### src/core/art_pkg.sv
/*
 * constants, bus carriers and state layout of the reload timer
 * assumes: AXI4-Lite with 32-bit data and byte addresses
 */
package art_pkg;

   // ********************************
   // register map (byte addresses)
   // ********************************
   localparam int ADDR_W = 8;
   localparam logic [7:0] OFF_CTRL = 8'h00;  // control bits
   localparam logic [7:0] OFF_IEN = 8'h04;   // irq enables
   localparam logic [7:0] OFF_FLAG = 8'h08;  // flags, write one clears
   localparam logic [7:0] OFF_RLD = 8'h0C;   // restart_capture_reg
   localparam logic [7:0] OFF_CMP = 8'h10;   // match_value_reg
   localparam logic [7:0] OFF_MSK = 8'h14;   // compare mask
   localparam logic [7:0] OFF_CAP = 8'h18;   // capture_reg, read only
   localparam logic [7:0] OFF_CNT = 8'h1C;   // down_counter_value, read only

   // ********************************
   // control field positions
   // ********************************
   localparam int CTRL_W = 14;
   localparam int C_RUN = 0;        // run_enable_bit
   localparam int C_RELOAD = 1;     // reload enable
   localparam int C_PSC_LO = 2;     // prescaler select, 2 bits
   localparam int C_PSC_HI = 3;
   localparam int C_WRAP_MODE = 4;  // wrap_out_mode
   localparam int C_PWM_MODE = 5;   // pwm_output_mode_sel
   localparam int C_PWM_POL = 6;    // pwm_polarity_sel
   localparam int C_PWM_EN = 7;     // pwm pin enable
   localparam int C_WRAP_EN = 8;    // wrap pin enable
   localparam int C_WRAP_POL = 9;   // wrap pin polarity
   localparam int C_SEL_LO = 10;    // restart_source_sel_lo
   localparam int C_SEL_HI = 11;    // restart_source_sel_hi
   localparam int C_EDGE_A = 12;    // strobe_a_edge_sel
   localparam int C_EDGE_B = 13;    // strobe_b_edge_sel

   // flag / enable positions
   localparam int F_A = 0;
   localparam int F_B = 1;
   localparam int F_WRAP = 2;
   localparam int F_MATCH = 3;
   localparam int F_ZERO = 4;
   localparam int F_OVR_A = 5;
   localparam int F_OVR_B = 6;

   // ********************************
   // codes and counts
   // ********************************
   localparam logic [1:0] SEL_RUN = 2'h0;
   localparam logic [1:0] SEL_A = 2'h1;
   localparam logic [1:0] SEL_B = 2'h2;
   localparam logic [1:0] PSC_OFF = 2'h0;
   localparam logic [1:0] PSC_1 = 2'h1;
   localparam logic [1:0] PSC_4 = 2'h2;
   localparam logic [3:0] DIV1_LAST = 4'h0;
   localparam logic [3:0] DIV4_LAST = 4'h3;
   localparam logic [3:0] DIV16_LAST = 4'hF;
   localparam logic [15:0] ALL_ONES = 16'hFFFF;
   localparam logic [15:0] MASK_RST = 16'hFFFF;
   localparam logic [1:0] RESP_OKAY = 2'h0;
   localparam logic [1:0] RESP_SLVERR = 2'h2;

   // ********************************
   // carriers
   // ********************************
   typedef struct packed {
      logic awvalid;
      logic [ADDR_W-1:0] awaddr;
      logic wvalid;
      logic [31:0] wdata;
      logic [3:0] wstrb;
      logic bready;
      logic arvalid;
      logic [ADDR_W-1:0] araddr;
      logic rready;
   } art_axi_req_t;

   typedef struct packed {
      logic awready;
      logic wready;
      logic bvalid;
      logic [1:0] bresp;
      logic arready;
      logic rvalid;
      logic [31:0] rdata;
      logic [1:0] rresp;
   } art_axi_rsp_t;

   // whole state of the timer
   typedef struct packed {
      logic [CTRL_W-1:0] ctrl;
      logic [4:0] ien;
      logic [4:0] flg;
      logic ovrA;
      logic ovrB;
      logic [15:0] rld;
      logic [15:0] cmp;
      logic [15:0] msk;
      logic [15:0] cap;
      logic [15:0] cnt;
      logic [3:0] pre;
      logic started;
      logic fresh;
      logic runD;
      logic pwm;
      logic wrapPin;
      logic irq;
      logic [2:0] syncA;
      logic [2:0] syncB;
      logic awHave;
      logic [ADDR_W-1:0] awAddr;
      logic wHave;
      logic [31:0] wData;
      logic [3:0] wStrb;
      art_axi_rsp_t rsp;
   } art_state_t;

   localparam art_state_t ST_RST = '{
      msk: MASK_RST,
      rsp: '{awready: 1'b1, wready: 1'b1, arready: 1'b1, default: '0},
      default: '0
   };

endpackage

### src/core/art_timer.sv
/*
 * 16-bit prescaled down-counter with pwm, wrap pin, two strobe captures
 * assumes: AXI4-Lite master on sys_clk, strobes asynchronous to sys_clk
 */
// The address map and the AXI4-Lite register port were decided locally.
`timescale 1ns/1ps
`default_nettype none

// What this block does
// - zero match drives pwm to active level
// - compare match returns pwm to inactive
// - toggle mode inverts pwm on match
// - pwm period from reload or mask
// - wrap pin toggle period is twice (reload plus one)
// - wrap pin cleared by flag, or toggles
// - reload and start on chosen event
// - reload mode: only capture_reg captures
// - strobe a mode: edge reloads, sets flag
// - flag still set at reload: overrun
// - strobe b captures; repeated sets overrun
// - captures resume once flag, overrun clear
// - coincident: capture first, then reload
// - strobe b mode: capture then reload
// - capture only when flag, overrun clear
// - strobe b mode: a only flags
// - first b after reset captures zero
// - run bit restarts, b captures
// - free run wraps to all ones
// - free run: a and b capture apart
// - free run a: capture or overrun
// - free run b: capture or overrun
// - flags always set; irq ors five
// - edge select: 0 falling, 1 rising
// - masked compare ands mask on both
// - software only clears flags
module art_timer (
   // clock, reset, freeze
   input wire logic sys_clk,
   input wire logic rst,
   input wire logic ce,
   // register bus
   input wire art_pkg::art_axi_req_t axiReq,
   output var art_pkg::art_axi_rsp_t axiRsp,
   // strobe pins
   input wire logic strobe_in_a,
   input wire logic strobe_in_b,
   // output pins and interrupt
   output var logic pwm_out_pin,
   output var logic wrap_out_pin,
   output var logic timerIrq
);

   // ********************************
   // helpers
   // ********************************

   // last prescaler count for a select code
   function automatic logic [3:0] preLast(input logic [1:0] psc);
      unique case (psc)
         art_pkg::PSC_OFF: preLast = art_pkg::DIV1_LAST;
         art_pkg::PSC_1: preLast = art_pkg::DIV1_LAST;
         art_pkg::PSC_4: preLast = art_pkg::DIV4_LAST;
         default: preLast = art_pkg::DIV16_LAST;
      endcase
   endfunction

   // merge low two byte lanes into a 16-bit register
   function automatic logic [15:0] wr16(input logic [15:0] old,
         input logic [31:0] d, input logic [3:0] strb);
      wr16 = old;
      if (strb[0]) begin
         wr16[7:0] = d[7:0];
      end
      if (strb[1]) begin
         wr16[15:8] = d[15:8];
      end
   endfunction

   // address decode shared by read and write
   function automatic logic addrOk(input logic [art_pkg::ADDR_W-1:0] a);
      addrOk = (a[1:0] == 2'h0) && (a <= art_pkg::OFF_CNT);
   endfunction

   // selected edge on a synchronised strobe
   function automatic logic edgeSeen(input logic [2:0] sy, input logic rise);
      edgeSeen = rise ? (sy[1] & ~sy[2]) : (~sy[1] & sy[2]);
   endfunction

   // ********************************
   // state
   // ********************************
   art_pkg::art_state_t s_r; // all flops
   art_pkg::art_state_t s_nxt; // next value

   // decoded controls and events
   logic run;
   logic rl;
   logic [1:0] sel;
   logic modeA;
   logic modeB;
   logic tick;
   logic edgeA;
   logic edgeB;
   logic zeroEv;
   logic matchEv;
   logic [4:0] setF;
   logic setOA;
   logic setOB;
   logic [4:0] clrF;
   logic clrOA;
   logic clrOB;
   logic doWr;
   logic [31:0] rdVal;

   // ********************************
   // next state
   // ********************************
   always_comb begin
      s_nxt = s_r;
      run = s_r.ctrl[art_pkg::C_RUN];
      rl = s_r.ctrl[art_pkg::C_RELOAD];
      sel = s_r.ctrl[art_pkg::C_SEL_HI:art_pkg::C_SEL_LO];
      modeA = rl && (sel == art_pkg::SEL_A);
      modeB = rl && (sel == art_pkg::SEL_B);
      setF = '0;
      setOA = 1'b0;
      setOB = 1'b0;
      clrF = '0;
      clrOA = 1'b0;
      clrOB = 1'b0;
      tick = 1'b0;
      zeroEv = 1'b0;
      matchEv = 1'b0;
      rdVal = '0;

      // strobe synchronisers, third stage only for edge detection
      s_nxt.syncA = {s_r.syncA[1:0], strobe_in_a};
      s_nxt.syncB = {s_r.syncB[1:0], strobe_in_b};
      // edges count only while running
      edgeA = run && edgeSeen(s_r.syncA, s_r.ctrl[art_pkg::C_EDGE_A]);
      edgeB = run && edgeSeen(s_r.syncB, s_r.ctrl[art_pkg::C_EDGE_B]);

      // prescaler and down counter
      s_nxt.fresh = 1'b0;
      s_nxt.runD = run;
      if (!run) begin
         // stopped: counter held cleared
         s_nxt.pre = '0;
         s_nxt.cnt = '0;
         s_nxt.started = 1'b0;
      end else begin
         if (s_r.ctrl[art_pkg::C_PSC_HI:art_pkg::C_PSC_LO] != art_pkg::PSC_OFF) begin
            tick = (s_r.pre == preLast(s_r.ctrl[art_pkg::C_PSC_HI:art_pkg::C_PSC_LO]));
            s_nxt.pre = tick ? 4'h0 : 4'(s_r.pre + 4'h1);
         end
         if (s_r.started && tick) begin
            if (s_r.cnt == 16'h0000) begin
               // zero overflow: reload value or wrap to all ones
               s_nxt.cnt = rl ? s_r.rld : art_pkg::ALL_ONES;
               setF[art_pkg::F_WRAP] = 1'b1;
            end else begin
               s_nxt.cnt = 16'(s_r.cnt - 16'h0001);
            end
            s_nxt.fresh = 1'b1;
         end
         // software start on run rising edge
         if (!s_r.runD && !modeA && !modeB) begin
            s_nxt.cnt = rl ? s_r.rld : art_pkg::ALL_ONES;
            s_nxt.started = 1'b1;
            s_nxt.pre = '0;
            s_nxt.fresh = 1'b1;
         end
      end

      // strobe a: flag, overrun and capture or restart
      if (edgeA) begin
         if (!s_r.flg[art_pkg::F_A] && !s_r.ovrA) begin
            setF[art_pkg::F_A] = 1'b1;
            if (!rl) begin
               s_nxt.rld = s_r.cnt;
            end
         end else if (s_r.flg[art_pkg::F_A]) begin
            setOA = 1'b1;
         end
      end
      // strobe b: captures only with flag and overrun clear
      if (edgeB && (!rl || modeB || s_r.started)) begin
         if (!s_r.flg[art_pkg::F_B] && !s_r.ovrB) begin
            // old count stored before any reload below
            s_nxt.cap = s_r.cnt;
            setF[art_pkg::F_B] = 1'b1;
         end else if (s_r.flg[art_pkg::F_B]) begin
            setOB = 1'b1;
         end
      end
      // restart triggers, overriding the count above
      if ((modeA && edgeA) || (modeB && edgeB)) begin
         s_nxt.cnt = s_r.rld;
         s_nxt.started = 1'b1;
         s_nxt.pre = '0;
         s_nxt.fresh = 1'b1;
      end

      // masked compares on each new counter value
      if (run && s_r.fresh) begin
         zeroEv = ((s_r.msk & s_r.cnt) == 16'h0000);
         matchEv = ((s_r.msk & s_r.cnt) == (s_r.msk & s_r.cmp));
      end
      setF[art_pkg::F_ZERO] = zeroEv;
      setF[art_pkg::F_MATCH] = matchEv;

      // pwm pin
      if (!s_r.ctrl[art_pkg::C_PWM_EN]) begin
         s_nxt.pwm = s_r.ctrl[art_pkg::C_PWM_POL];
      end else if (s_r.ctrl[art_pkg::C_PWM_MODE]) begin
         if (matchEv) begin
            s_nxt.pwm = ~s_r.pwm;
         end
      end else begin
         if (zeroEv) begin
            s_nxt.pwm = s_r.ctrl[art_pkg::C_PWM_POL];
         end
         // match wins when both hit together
         if (matchEv) begin
            s_nxt.pwm = ~s_r.ctrl[art_pkg::C_PWM_POL];
         end
      end

      // ********************************
      // register bus
      // ********************************
      // address and data taken independently
      if (axiReq.awvalid && s_r.rsp.awready) begin
         s_nxt.awHave = 1'b1;
         s_nxt.awAddr = axiReq.awaddr;
      end
      if (axiReq.wvalid && s_r.rsp.wready) begin
         s_nxt.wHave = 1'b1;
         s_nxt.wData = axiReq.wdata;
         s_nxt.wStrb = axiReq.wstrb;
      end
      // response retires on bready
      if (s_r.rsp.bvalid && axiReq.bready) begin
         s_nxt.rsp.bvalid = 1'b0;
      end
      doWr = s_r.awHave && s_r.wHave && !s_r.rsp.bvalid;
      if (doWr) begin
         s_nxt.awHave = 1'b0;
         s_nxt.wHave = 1'b0;
         s_nxt.rsp.bvalid = 1'b1;
         s_nxt.rsp.bresp = addrOk(s_r.awAddr) ? art_pkg::RESP_OKAY : art_pkg::RESP_SLVERR;
         unique case (s_r.awAddr)
            art_pkg::OFF_CTRL: begin
               s_nxt.ctrl = art_pkg::CTRL_W'(wr16(16'(s_r.ctrl), s_r.wData, s_r.wStrb));
            end
            art_pkg::OFF_IEN: begin
               if (s_r.wStrb[0]) begin
                  s_nxt.ien = s_r.wData[4:0];
               end
            end
            art_pkg::OFF_FLAG: begin
               // ones clear, zeros leave alone
               if (s_r.wStrb[0]) begin
                  clrF = s_r.wData[4:0];
                  clrOA = s_r.wData[art_pkg::F_OVR_A];
                  clrOB = s_r.wData[art_pkg::F_OVR_B];
               end
            end
            art_pkg::OFF_RLD: begin
               // read only while free running
               if (rl) begin
                  s_nxt.rld = wr16(s_r.rld, s_r.wData, s_r.wStrb);
               end
            end
            art_pkg::OFF_CMP: s_nxt.cmp = wr16(s_r.cmp, s_r.wData, s_r.wStrb);
            art_pkg::OFF_MSK: s_nxt.msk = wr16(s_r.msk, s_r.wData, s_r.wStrb);
            default: begin
               // capture, counter and unmapped: no effect
            end
         endcase
      end

      // read channel, one outstanding
      if (s_r.rsp.rvalid && axiReq.rready) begin
         s_nxt.rsp.rvalid = 1'b0;
         s_nxt.rsp.arready = 1'b1;
      end
      if (axiReq.arvalid && s_r.rsp.arready) begin
         unique case (axiReq.araddr)
            art_pkg::OFF_CTRL: rdVal = 32'(s_r.ctrl);
            art_pkg::OFF_IEN: rdVal = 32'(s_r.ien);
            art_pkg::OFF_FLAG: rdVal = 32'({s_r.ovrB, s_r.ovrA, s_r.flg});
            art_pkg::OFF_RLD: rdVal = 32'(s_r.rld);
            art_pkg::OFF_CMP: rdVal = 32'(s_r.cmp);
            art_pkg::OFF_MSK: rdVal = 32'(s_r.msk);
            art_pkg::OFF_CAP: rdVal = 32'(s_r.cap);
            art_pkg::OFF_CNT: rdVal = 32'(s_r.cnt);
            default: rdVal = '0;
         endcase
         s_nxt.rsp.rvalid = 1'b1;
         s_nxt.rsp.arready = 1'b0;
         s_nxt.rsp.rdata = rdVal;
         s_nxt.rsp.rresp = addrOk(axiReq.araddr) ? art_pkg::RESP_OKAY : art_pkg::RESP_SLVERR;
      end
      // ready again only when nothing held
      s_nxt.rsp.awready = !s_nxt.awHave;
      s_nxt.rsp.wready = !s_nxt.wHave;

      // ********************************
      // flags, wrap pin, interrupt
      // ********************************
      // hardware set wins over a clear in the same cycle
      s_nxt.flg = (s_r.flg & ~clrF) | setF;
      s_nxt.ovrA = (s_r.ovrA & ~clrOA) | setOA;
      s_nxt.ovrB = (s_r.ovrB & ~clrOB) | setOB;

      if (!s_r.ctrl[art_pkg::C_WRAP_EN]) begin
         s_nxt.wrapPin = s_r.ctrl[art_pkg::C_WRAP_POL];
      end else if (s_r.ctrl[art_pkg::C_WRAP_MODE]) begin
         if (setF[art_pkg::F_WRAP]) begin
            s_nxt.wrapPin = ~s_r.wrapPin;
         end
      end else begin
         // set mode: pin follows the wrap flag
         s_nxt.wrapPin = s_nxt.flg[art_pkg::F_WRAP] ^ s_r.ctrl[art_pkg::C_WRAP_POL];
      end

      // enable set on a pending flag raises irq at once
      s_nxt.irq = |(s_nxt.flg & s_nxt.ien);
   end

   // ********************************
   // registers
   // ********************************
   always_ff @(posedge sys_clk or posedge rst) begin
      if (rst) begin
         s_r <= art_pkg::ST_RST;
      end else if (ce) begin
         s_r <= s_nxt;
      end
   end

   // outputs straight from flops
   assign axiRsp = s_r.rsp;
   assign pwm_out_pin = s_r.pwm;
   assign wrap_out_pin = s_r.wrapPin;
   assign timerIrq = s_r.irq;

endmodule

`default_nettype wire

### config.mk
export PLATFORM = sky130hd
export DESIGN_NAME = art_timer
export DESIGN_NICKNAME = d
export VERILOG_FILES = /design/src/core/art_pkg.sv /design/src/core/art_timer.sv
export SDC_FILE = /design/constraint.sdc
export NUM_CORES = 1
export LEC_CHECK = 0
export ABC_AREA = 1
export BUFFER_PORTS_ARGS = -buffer_cell sky130_fd_sc_hd__buf_4
export CORE_MARGIN = 10
export CORE_UTILIZATION = 59
export CTS_BUF_LIST = sky130_fd_sc_hd__clkbuf_4 sky130_fd_sc_hd__clkbuf_8 sky130_fd_sc_hd__clkbuf_16
export DETAILED_ROUTE_END_ITERATION = 8
export PLACE_DENSITY_LB_ADDON = 0.2
export SYNTH_ARGS = -nofsm -noshare
export SYNTH_HDL_FRONTEND = slang
export SYNTH_SLANG_ARGS = --single-unit
### constraint.sdc
create_clock -name sys_clk -period 5.8 [get_ports sys_clk]
set_clock_uncertainty 0.1 [all_clocks]
set_input_delay 0.58 -clock sys_clk [delete_from_list [all_inputs] [get_ports sys_clk]]
set_output_delay 0.58 -clock sys_clk [all_outputs]
set_load 0.02 [all_outputs]
==> summary.md <==
| Metric | Value |
|---|---|
| Status | finished clean |
| Nets@finish | 1401 |
| PD cells | ~370 nW/um^2 |
| Placed Area | roughly 10000 sq um |
| Main synth FF type | dfrtp_1 |
| Vias | 8950 |
| Clk buf depth | 2 |
| # port buffers | a little under 70 |
| Max IR drop VDD | 0.272 mV |
| Worst-path clk slew | 0.07 ns |
| Cell count after synthesis | 1308 |
| Hold_buf cts | 0 |
| Syn_area_per_cell | 7.35 sq um |
| Slew margin rel. | 24.6% |
| Leak Pwr | ~5.2 nW |
| Final Cycle Share | 49.6% |
| Drt first pass iters | 6 |
| Hold Path Class | input pin to asynchronous set/reset pin |
| Slew Viols, Final | 0 |
| Share of cells above drive strength 1 | 11.5% |
| Adder-cell area share of the yosys netlist | less than 1% |
| Drc violations | 0 |
| Starting DRC count in detailed routing | between 1000 and 1500 |
| Crit path cell chain | nand2_1 -> nor3b_1 -> nand3_1 -> o21ai_0 |
| Synthesized area | 9610 sq um |
| NetSw | ~1.5 mW |
| Antenna cells | 0 |
| EDFF count, synth | 0 |
| Mux cell area share after synthesis | 0.117% |
| RSZ-0062 raised after global routing | false |
| CP startpoint kind | register |
| Worst-path maximum fanout | 33 |
| Fin crit period | 2.88 ns |
| WL/cell | 19.0 um |
| Num CTS Buffers | 17 |
| Initial antenna violation count | 0 |
| Unique masters post-synth | 47 |
| WP data arrival | 3.09 ns |
| Core area | 15900 sq um |
| FMAX | 0.347 GHz |
| Remaining Overflow, GRT | 0 |
| RR Endpoint | s_r[132] |
| Worst-Margin Slew | 1.13 ns |
| Post-CTS Resized | 0 |
| I/O pin count | 106 |
| Num Clock Sinks | 173 |
| Total of max-cap violations | 0 |
| GPL Wtd Cong | 0.994 |
| CP top delay family | simple AND/OR/NAND/NOR gates |
| Sequential power share | between 40% and 50% |
| Hold Vio Cnt, Final | 0 |
| Final Setup Violations | 0 |
| Num rows | 46 |
| #FFs+latches synth | 173 |
| Largest net degree at the start of global routing | 64 |
| CTS tree | built |
| Post-CTS Setup Inserts | 0 |
| Clk_lat worst skew | 0.44 ns |
| Starting Density | between 60% and 70% |
| Area grow syn2layout | 10.5% |
| Register area share after synthesis | 45.3% |
| Fin area | 10600 sq um |
| Chip Width | approximately 150 um |
| Final HPWL DP | around 22000 um |
| Die area | 21800 sq um |
| CP bufs+invs | 0 |
| Gate power share | 28.6% |
| Number of antenna-violating nets in the routed design | 0 |
| Crit path max-delay cell type | dfrtp_1 |
| Clock power share | ~30% |
| Post-Route Setup TNS | 0 ns |
| Synth Area in XOR/XNOR | 0.911% |
| Reg-to-reg startpoint | run |
| Post-Synth Simple-Gate Area | 28.6% |
| Gr usage total | 27.2% |
| Type of the worst setup path | register to register |
| Vias per cell | 5.72 |
| Vias in the first global route | 8273 |
| Compound-Gate Fraction of Synth Area | between 10% and 20% |
| Slowest stage delay, CP | 0.90 ns |
| Sw frac | 39.0% |
| Synth Warn # | 0 |
| FF-to-FF setup slack | 2.92 ns |
| First-pass GRT wire length | 46800 um |
| Routed wire length | 29800 um |
| Root Buffer | clkbuf_16 |
| Worst path required time | 6.02 ns |
| Largest family of logic cells by synthesized area | simple AND/OR/NAND/NOR gates |
| Internal power | around 2.4 mW |
| Crit. End Element | register |
| R2r worst-path depth | 4 |
| CTS H-tree depth | 4 |
| Filler instances | between 1000 and 1500 |
| Die Span Y | roughly 150 um |
| Async SR Flop Fraction | 100% |
-- metal layers --
metal / vias to the layer above / global-route usage (%) / share of wire [%]
li1: 4242 / - / -
met1: 4222 / 38.4 / 45
met2: 439 / 40.7 / 43
met3: 47 / 6.68 / 9.5
met4: 0 / 7.53 / 2.1
met5: - / 0 / 0
-- cells in the final DEF, fill, tap and decap left out, drive strengths merged, types with 2 or more instances in the layout --
cell and instances:
xor2 10, ha 3, a211oi 3, inv 152, o211ai 5, or2 2, o2111ai 4, buf 75
o22ai 15, dfstp 19, a31oi 2, a21o 3, a21oi 19, clkinv 5, nor3 13, clkbuf 17
dfrtp 154, nor4 2, nand4 14, nand3 125, nand2 407, o21ai 189, conb 18, nor3b 3
nor2 79, nand3b 2, o31ai 2
-- stage by stage --
step / setup slack, ns / utilization, % / total power [mW] / instances / hold slack, ns
2_1_floorplan: 0.463 / - / 2.38 / 1325 / 0.342
3_3_place_gp: 3.07 / 62.9 / 2.71 / 1533 / 0.355
3_5_place_dp: 2.98 / 62.9 / 2.73 / 1533 / 0.359
4_1_cts: 3.00 / 66.6 / 3.89 / 1565 / 0.0880
5_1_grt: 2.55 / 66.6 / 4.12 / 1565 / 0.0935
6_report: 2.92 / 66.6 / 3.92 / 1565 / 0.0619
-- kinds of logic after synthesis --
logic type | count (synthesis)
AO/OA/AOI/OAI | 246
XOR/XNOR | 10
adder cells (fa/ha/maj) | 3
buffers and inverters | 227
flip-flops | 173
multiplexers | 1
other | 1
AND/OR/NAND/NOR | 647
-- flip-flops by register name (all words and copies together), names as in the netlist --
signal        flops
run               1
axiRsp           23
pwm_out_pin       1
s_nxt             4
wrap_out_pin      1
s_r             141
rl                1
timerIrq          1
-- worst reg2reg max path, stage by stage (launching register included) --
cell	delay (ns)
dfrtp_1	0.90
nand2_1	0.16
nor3b_1	0.27
nand3_1	0.83
o21ai_0	0.51
-- how the worst max path moves through the flow --
stage / cells after the start / end / slack [ns] / from
2_1_floorplan: 1 / axiRsp[10] / 0.46 / rst
3_3_place_gp: 8 / s_r[117] / 3.07 / rl
3_5_place_dp: 8 / axiRsp[9] / 2.98 / axiReq[1]
4_1_cts: 4 / s_r[132] / 3.00 / run
5_1_grt: 4 / s_r[132] / 2.55 / run
6_report: 4 / s_r[132] / 2.92 / run
-- final cells by class --
type                       count  area, sq um  area share [%]
clock inverter                15          170            1.60
timing repair buffer          75          563            5.30
tap                          216          270            2.55
clock buffer                  17          425            4.01
sequential                   173         4350            41.0
inverter                     144          546            5.14
multi-input combinational    925         4290            40.4
-- synth_stat cells, types with 4 or more instances --
library cell | count | area share, %
nand2_1 | 402 | 16
o21ai_0 | 172 | 9.0
dfrtp_1 | 154 | 40
inv_1 | 137 | 5.4
nand3_1 | 124 | 6.5
nor2_1 | 76 | 3.0
buf_4 | 43 | 3.4
clkbuf_1 | 29 | 1.1
a21oi_1 | 19 | 0.99
dfstp_2 | 19 | 5.2
o22ai_1 | 15 | 0.98
nand4_1 | 14 | 0.91
o21ai_1 | 14 | 0.73
xor2_1 | 10 | 0.91
nor3_1 | 9 | 0.47
buf_2 | 8 | 0.42
inv_2 | 6 | 0.23
o211ai_1 | 5 | 0.39
nor3_2 | 4 | 0.42
o2111ai_1 | 4 | 0.36
-- power groups by stage --
| stage | sequential (mW) | combinational, mW | clock [mW] |
|---|---|---|---|
| 5_1_grt | 1.65 | 1.25 | 1.22 |
| 3_3_place_gp | 1.63 | 1.08 | 0 |
| 3_5_place_dp | 1.64 | 1.09 | 0 |
| 6_report | 1.63 | 1.12 | 1.17 |
| 2_1_floorplan | 1.57 | 0.813 | 0 |
| 4_1_cts | 1.62 | 1.10 | 1.17 |
Note: power is estimated with default switching activity, not from simulation.
